===== config.mk =====
export PLATFORM = sky130hd
export DESIGN_NAME = bt_test_top
export DESIGN_NICKNAME = d
export VERILOG_FILES = /design/src/rtl/bt_pkg.sv /design/src/rtl/bt_chain_if.sv /design/src/rtl/bt_nand_chain.sv /design/src/rtl/bt_test_top.sv
export VERILOG_INCLUDE_DIRS = /design/src /design/src/rtl
export SDC_FILE = /design/constraint.sdc
export NUM_CORES = 1
export LEC_CHECK = 0
export BUFFER_PORTS_ARGS = -buffer_cell sky130_fd_sc_hd__buf_4
export CAP_MARGIN = 20
export CORE_MARGIN = 3
export CORE_UTILIZATION = 42
export DETAILED_ROUTE_END_ITERATION = 10
export GPL_ROUTABILITY_DRIVEN = 0
export GPL_TIMING_DRIVEN = 0
export PLACE_DENSITY = 0.7
export RECOVER_POWER = 25
export SYNTH_ARGS = -nofsm -noshare
export SYNTH_HDL_FRONTEND = slang
export SYNTH_SLANG_ARGS = --single-unit

===== constraint.sdc =====
create_clock -name clk -period 18.1 [get_ports clk]
set_input_delay 1.81 -clock clk [delete_from_list [all_inputs] [get_ports clk]]
set_output_delay 1.81 -clock clk [all_outputs]
set_load 0.01 [all_outputs]

===== src/rtl/bt_defs.svh =====
// Constants for the board test-mode logic: pin counts, qualifier pattern, mode bit.
// Assumes it is included by bare name from the package and design modules.
// Contract
// Offer NAND tree, drive-high, drive-low tests.
// Tester holds two qualifier pins high.
// Tester holds six qualifier pins low.
// Strobe rise with pattern enters test mode.
// Latch qualifier levels at every strobe rise.
// Wrong latched pattern keeps normal operation.
// Strobe held high selects NAND tree.
// Inputs and bidirectionals chained, one stage each.
// Chain from start pin, ordered, one output.
// Strobe held low selects drive test.
// Mode pin swaps odd/even drive levels.
// Each stage NANDs previous output with pin.
`ifndef BT_DEFS_SVH
`define BT_DEFS_SVH
// Number of chained pins, index 0 is the chain start pin
`define BT_CHAIN_LEN   130
// Driven pin groups in the drive test
`define BT_EVEN_LEN    73
`define BT_ODD_LEN     66
// Qualifier pins: bits 1:0 must be high, bits 7:2 low
`define BT_QUAL_LEN    8
`define BT_QUAL_REQ    8'h03
// Qualifier bit that doubles as the drive pattern select
`define BT_MODE_BIT    0
// Reset values
`define BT_QUAL_RST    8'h00
`endif


===== src/rtl/bt_pkg.sv =====
// Types shared by the board test-mode modules.
// Assumes bt_defs.svh is on the include path.
`include "bt_defs.svh"
package bt_pkg;
    typedef logic [`BT_CHAIN_LEN-1:0] chain_vec_t;   // Chained pin levels
    typedef logic [`BT_QUAL_LEN-1:0]  qual_vec_t;    // Qualifier pin levels
    // Test function currently selected
    typedef enum logic [1:0] {
        FN_NORMAL = 2'b00,
        FN_NAND   = 2'b01,
        FN_DRIVE  = 2'b10
    } test_fn_t;
endpackage : bt_pkg


===== src/rtl/bt_chain_if.sv =====
// Carrier between the test-mode top and its NAND chain.
// Assumes both ends share the clock of the top.
interface bt_chain_if;
    import bt_pkg::*;
    chain_vec_t bits;     // Synchronised chained pin levels
    logic       result;   // Chain output, combinational
    modport src   (output bits, input result);
    modport chain (input bits, output result);
endinterface : bt_chain_if


===== src/rtl/bt_nand_chain.sv =====
// Combinational NAND tree across all chained pins, start pin first.
// Assumes its inputs are already synchronised; the caller registers the result.
`include "bt_defs.svh"
module bt_nand_chain
    import bt_pkg::*;
(
    // Chain link
    bt_chain_if.chain link
);
    logic [`BT_CHAIN_LEN:0] stage;   // Stage outputs, stage[0] is the seed

    // Seed high so the first stage simply inverts the start pin
    assign stage[0] = 1'b1;

    // One stage per chained pin, in table order
    genvar k;
    generate
        for (k = 0; k < `BT_CHAIN_LEN; k++) begin : g_stage
            // Previous output NAND this pin; with all others high, toggling an even-index pin flips the end
            assign stage[k+1] = ~(stage[k] & link.bits[k]);
        end
    endgenerate

    // Final stage is the chain output pin level
    assign link.result = stage[`BT_CHAIN_LEN];
endmodule : bt_nand_chain


===== src/rtl/bt_test_top.sv =====
// Board test-mode logic: entry on strobe rise, NAND tree and drive tests.
// Assumes all pin inputs are asynchronous to clk and the pad ring applies the enables.
`include "bt_defs.svh"

module bt_test_top
    import bt_pkg::*;
(
    // Clock and reset
    input  wire logic                    clk,
    input  wire logic                    reset,
    // Tester pins
    input  wire logic                    strobe_pin,
    input  wire logic [`BT_QUAL_LEN-1:0] qual_pins,
    input  wire logic [`BT_CHAIN_LEN-1:0] chain_pins,
    // Test mode status to the pad ring
    output logic                         test_active,
    output logic                         bidir_in_force,
    // NAND tree output pin
    output logic                         chain_out,
    output logic                         chain_oe,
    // Drive test pins
    output logic [`BT_EVEN_LEN-1:0]      drive_even,
    output logic [`BT_ODD_LEN-1:0]       drive_odd,
    output logic                         drive_oe
);
    // All state of the block in one record
    typedef struct packed {
        logic       strb_s1;      // Strobe sync, first stage
        logic       strb_s2;      // Strobe sync, second stage
        logic       strb_d;       // Delayed strobe for edge detect
        qual_vec_t  qual_s1;      // Qualifier sync, first stage
        qual_vec_t  qual_s2;      // Qualifier sync, second stage
        chain_vec_t chain_s1;     // Chain sync, first stage
        chain_vec_t chain_s2;     // Chain sync, second stage
        qual_vec_t  qual_lat;     // Pattern caught at the last strobe rise
        logic       test;         // Test mode entered
        test_fn_t   fn;           // Selected test function
        logic       chain_o;      // Registered chain result
        logic       mode_sel;     // Registered drive pattern select
    } state_t;

    state_t st_r;                 // Current state
    state_t st_nxt;               // Next state

    logic   strobe_rise;          // Synchronised strobe went 0 to 1
    logic   qual_match;           // Sampled pattern equals the entry pattern

    // Link to the NAND chain
    bt_chain_if chain_link ();

    bt_nand_chain u_chain (
        .link (chain_link.chain)
    );

    // Only second-stage levels reach the chain
    assign chain_link.bits = st_r.chain_s2;

    // Edge seen after the synchroniser, never on the first stage
    assign strobe_rise = st_r.strb_s2 & ~st_r.strb_d;

    // Two pins high, six pins low is the only entry pattern
    assign qual_match  = (st_r.qual_s2 == `BT_QUAL_REQ);

    // Next-state logic
    always_comb begin
        st_nxt          = st_r;
        // Synchronisers shift every cycle
        st_nxt.strb_s1  = strobe_pin;
        st_nxt.strb_s2  = st_r.strb_s1;
        st_nxt.strb_d   = st_r.strb_s2;
        st_nxt.qual_s1  = qual_pins;
        st_nxt.qual_s2  = st_r.qual_s1;
        st_nxt.chain_s1 = chain_pins;
        st_nxt.chain_s2 = st_r.chain_s1;
        // Every rise re-latches the pattern and re-decides entry
        if (strobe_rise) begin
            st_nxt.qual_lat = st_r.qual_s2;
            // Match enters test mode; mismatch leaves normal operation
            st_nxt.test     = qual_match;
        end
        // Function follows the strobe level once in test mode
        if (!st_nxt.test) begin
            st_nxt.fn = FN_NORMAL;
        end else if (st_r.strb_s2) begin
            st_nxt.fn = FN_NAND;        // Strobe held high
        end else begin
            st_nxt.fn = FN_DRIVE;       // Strobe held low
        end
        // Chain result is registered so the pin does not glitch per stage
        st_nxt.chain_o  = chain_link.result;
        // Pattern select taken from the live mode pin after sync
        st_nxt.mode_sel = st_r.qual_s2[`BT_MODE_BIT];
    end

    // State register; reset loads constants only
    // Sync stages reset low; the strobe idles low, so no false rise follows reset
    always_ff @(posedge clk or posedge reset) begin
        if (reset) begin
            st_r <= '{strb_s1: 1'b0, strb_s2: 1'b0, strb_d: 1'b0,
                      qual_s1: `BT_QUAL_RST, qual_s2: `BT_QUAL_RST,
                      chain_s1: '0, chain_s2: '0,
                      qual_lat: `BT_QUAL_RST, test: 1'b0, fn: FN_NORMAL,
                      chain_o: 1'b0, mode_sel: 1'b0};
        end else begin
            st_r <= st_nxt;
        end
    end

    // Status outputs straight from flops
    assign test_active    = st_r.test;
    // Bidirectional pins act as inputs while the chain runs
    assign bidir_in_force = (st_r.fn == FN_NAND);

    // Chain output pin driven only in NAND test
    assign chain_out = st_r.chain_o;
    assign chain_oe  = (st_r.fn == FN_NAND);

    // Select 0: odd low, even high; select 1 reverses it
    assign drive_even = {`BT_EVEN_LEN{~st_r.mode_sel}};
    assign drive_odd  = {`BT_ODD_LEN{st_r.mode_sel}};
    assign drive_oe   = (st_r.fn == FN_DRIVE);
endmodule : bt_test_top


==> metrics.txt <==
logic depth of the worst path, buffers included=4; Post-CTS Hold Buffers=0; Netlist cell types=30; CP Max Fanout=59; WL per Instance=13.74 um; routed length on met1=5.717 mm; adder and majority cell fraction of the synthesized area=0%; type of element capturing the critical path=output pin; FF-to-FF Start=chain_link.bits[53]; layout cells sized above 1=54.13%; R2R depth=7; number of antenna violations at the first check in global routing=0; Routed met2 length=about 7.7 mm; number of setup violations in the final report=0; Synth Area in Compound Gates=under 10%; Flop pwr share=50.3%; buffer count from post-CTS setup fixing=0; non-filler cells in the finished layout=1,153; Sequential cell area=7108 um2; cell internal power dissipation=0.001081 W; number of gates given a new drive strength after cts=0; type of the worst setup path=reg2out; Multi-input gate area=approximately 600 um2; Detailed Route WL=approximately 16 mm; cell class contributing the biggest share of worst-path delay=buffers and inverters; required time of the critical path=16.29 ns; maximum count of clock buffers along a single path=3; clock group share of total power=42.1%; highest cell delay on the worst timing path=approximately 0.74 ns; cell depth of the worst min-delay path=0; top cell type by total area after synthesis=sky130_fd_sc_hd__dfrtp_1; critical-path cell list=inv_2 > buf_12 > buf_4 > buf_4; total global routing overflow=0; Data arrival, critical path=2.06 ns; number of placement rows=between 50 and 60; DRC marker count from the first detailed-route iteration=around 130; number of hold-slack violations in the final timing report=0; max-slew violation count=0; Clock Pin Slew Worst Setup and Hold Paths=approximately 0.060 ns; average instance area after synthesis=16.12 um2; DR vias/cell=between 4 and 5; critical path's most frequent cell=sky130_fd_sc_hd__buf_4; NetSw=0.0002667 W; height of the die=between 150 and 200 um; global-route total usage across every layer=13.36%; final layout net count=slightly above 1,000; insertion delay of the later-clocked pin in the worst-skew pair=0.51 ns; number of buffers created by CTS=27; Post-DRT Antenna Nets=0; syn_nets=689; Die Outline Area=22,810 um2; dpl ws=approximately 15 ns; worst slew slack as a fraction of its limit=58.16%; startpoint type of the worst setup path=register; capture instance of the worst register-to-register path=chain_out; dominant combinational cell family by area after synthesis=buffers and inverters; warnings from Yosys=0; clock skew=roughly 0.0089 ns; max-cap viol count=0; Static Leakage=6.125 nW; Hold EP=st_r[276]; portion of netlist area occupied by mux cells=0%; synthesized-area fraction occupied by and/or/nand/nor cells=2.351%; cell with the largest stage delay on the worst path=sky130_fd_sc_hd__dfrtp_2; CTS tree=built; flops & latches, synth=284; via count of the first global-routing pass=4,534; total core area=about 20,000 um2; Fmax achieved=~0.26 GHz; amount of wire on met3 after detailed routing=2.086 mm; run status=finished clean; number of levels in the clock H-tree=1; count of buffers from port buffering=284; Gate Count Post-Synth=548; fraction of synthesized cell area taken by the top area cell type=80.44%; DPL Wire Length=11.62 mm; TritonCTS Sinks=284; worst IR drop on VDD=~83 uV; root cell of the clock tree=sky130_fd_sc_hd__clkbuf_16; setup total negative slack=0 ns; startpoint of the most critical hold path=st_nxt[276]; Least-Margin Pin Slew=0.6277 ns; clock period minus worst slack=3.866 ns; total placed cells including tap cells=1,106; top cells by area in the synthesized netlist=sky130_fd_sc_hd__dfrtp_1, sky130_fd_sc_hd__buf_4, sky130_fd_sc_hd__nand3_1; remaining design rule violation count=0; maximum number of pins on one net before global-route repair=132; number of top-level pins=approximately 290; final critical-path share of the clock period=21.36%; layout overhead on the synthesized area=39.56%; part of the Yosys area used for sequential elements=80.44%; Switching Fraction=19.79%; Starting Density=43.24%; detailed-route via count=around 4,600; topmost layer with routed signal wires=met4; first-pass GRT wire length=between 20 and 25 mm; total power per unit cell area=roughly 110 nW/um2; Combinational Power Share=7.7%; total inserted antenna cells=0; number of buffers and inverters on the critical path=4; type of the most critical hold path=reg2reg; number of detailed-route iterations in the first pass=4; width of the die=151.0 um; # fillers=1,593; post-synthesis xor/xnor area fraction=0%; setup repair after global routing missed its margin=no; Mapped Area=8835 um2; Register-to-Register Setup Slack=16.44 ns; worst path setup slack after routing=14.23 ns
routing by layer:
layer / GRT usage (%) / vias to the layer above
li1: - / 2246
met3: 5.506 / 30
met1: 15.43 / 2130
met4: 4.397 / 0
met5: 0 / -
met2: 22.68 / 215
layout make-up:
cell class,instances,share of cell area [%]
Inverter,27,0.8829
Tap cell,270,2.740
Clock inverter,11,1.492
Sequential cell,284,57.65
Multi-Input combinational cell,98,4.729
Timing Repair Buffer,288,18.12
Clock buffer,36,5.916
Buffer,139,8.464
synth_stat cells:
| cell type | instances |
|---|---|
| sky130_fd_sc_hd__o2111ai_1 | 2 |
| sky130_fd_sc_hd__o211ai_2 | 1 |
| sky130_fd_sc_hd__a211oi_2 | 2 |
| sky130_fd_sc_hd__o21ai_0 | 17 |
| sky130_fd_sc_hd__a2111oi_0 | 1 |
| sky130_fd_sc_hd__a21boi_0 | 1 |
| sky130_fd_sc_hd__nand2_1 | 5 |
| sky130_fd_sc_hd__a41oi_1 | 1 |
| sky130_fd_sc_hd__o31ai_1 | 1 |
| sky130_fd_sc_hd__nor2b_1 | 5 |
| sky130_fd_sc_hd__inv_1 | 26 |
| sky130_fd_sc_hd__nand3_1 | 22 |
| sky130_fd_sc_hd__inv_2 | 1 |
| sky130_fd_sc_hd__and2_1 | 1 |
| sky130_fd_sc_hd__nor2_1 | 1 |
| sky130_fd_sc_hd__o221ai_1 | 1 |
| sky130_fd_sc_hd__a41o_1 | 1 |
| sky130_fd_sc_hd__dfrtp_1 | 284 |
| sky130_fd_sc_hd__a21oi_2 | 3 |
| sky130_fd_sc_hd__o21ai_2 | 1 |
| sky130_fd_sc_hd__a21o_1 | 3 |
| sky130_fd_sc_hd__a21oi_1 | 9 |
| sky130_fd_sc_hd__buf_4 | 139 |
| sky130_fd_sc_hd__a221oi_1 | 1 |
| sky130_fd_sc_hd__nand2b_1 | 2 |
| sky130_fd_sc_hd__a211oi_1 | 2 |
| sky130_fd_sc_hd__o21ai_1 | 10 |
| sky130_fd_sc_hd__nor4_1 | 1 |
| sky130_fd_sc_hd__nand4_1 | 3 |
| sky130_fd_sc_hd__a21boi_1 | 1 |
logic make-up after synthesis:
| group | after synthesis |
|---|---|
| buffers and inverters | 166 |
| AOI/OAI and AO/OA | 58 |
| DFF | 284 |
| and+or+nand+nor | 40 |
flip-flops by register name, indices dropped and copies added, names as in the netlist:
name             flops
st_r                10
st_nxt             141
test_active          1
chain_link.bits    130
drive_odd            1
chain_out            1
stage by stage:
stage	total power, W	util, %	area (um2)	hold slack [ns]
floorplan	0.0007362	-	8835	0.3312
global placement	0.0007929	55.33	11300	0.3315
detailed placement	0.0007953	55.88	11420	0.3347
CTS	0.001366	60.35	12330	0.3416
global route	0.001403	60.35	12330	0.3494
finish	0.001348	60.35	12330	0.3390
placed cells by master, fill, tap and decap left out, drive strengths merged:
cell	n
buf	393
dfrtp	284
clkbuf	70
o21ai	28
inv	27
nand3	22
a21oi	12
clkinv	6
nor2b	5
nand2	5
bufinv	5
a211oi	4
nand4	3
a21o	3
nand2b	2
o2111ai	2
a21boi	2
nor2	1
nor4	1
o31ai	1
and2	1
o221ai	1
o211ai	1
a41oi	1
a221oi	1
a2111oi	1
a41o	1
worst max path at each step:
stage	start	slack (ns)	to
floorplan	reset	8.45	chain_link.bits[0]
global route	drive_odd[0]	14.08	drive_even[50]
global placement	reset	6.28	st_nxt[65]
CTS	drive_odd[0]	14.19	drive_even[20]
finish	drive_odd[0]	14.23	drive_even[48]
detailed placement	drive_odd[0]	14.75	drive_even[20]
worst register-to-register path: stages (launching register included):
cell                        delay [ns]
sky130_fd_sc_hd__dfrtp_1          0.34
sky130_fd_sc_hd__inv_1            0.04
sky130_fd_sc_hd__o21ai_1          0.11
sky130_fd_sc_hd__a21o_1           0.17
sky130_fd_sc_hd__a41oi_1          0.07
sky130_fd_sc_hd__o21ai_0          0.32
sky130_fd_sc_hd__o2111ai_1        0.22
sky130_fd_sc_hd__a41o_1           0.27
power by group through the flow:
stage / combinational, W / sequential [W] / clock (W)
floorplan: 0.0000491 / 0.000687 / 0
global placement: 0.000104 / 0.000689 / 0
detailed placement: 0.000106 / 0.000689 / 0
CTS: 0.000106 / 0.000678 / 0.000582
global route: 0.000114 / 0.000681 / 0.000609
finish: 0.000103 / 0.000677 / 0.000567
Power figures use the tool's default switching activity.
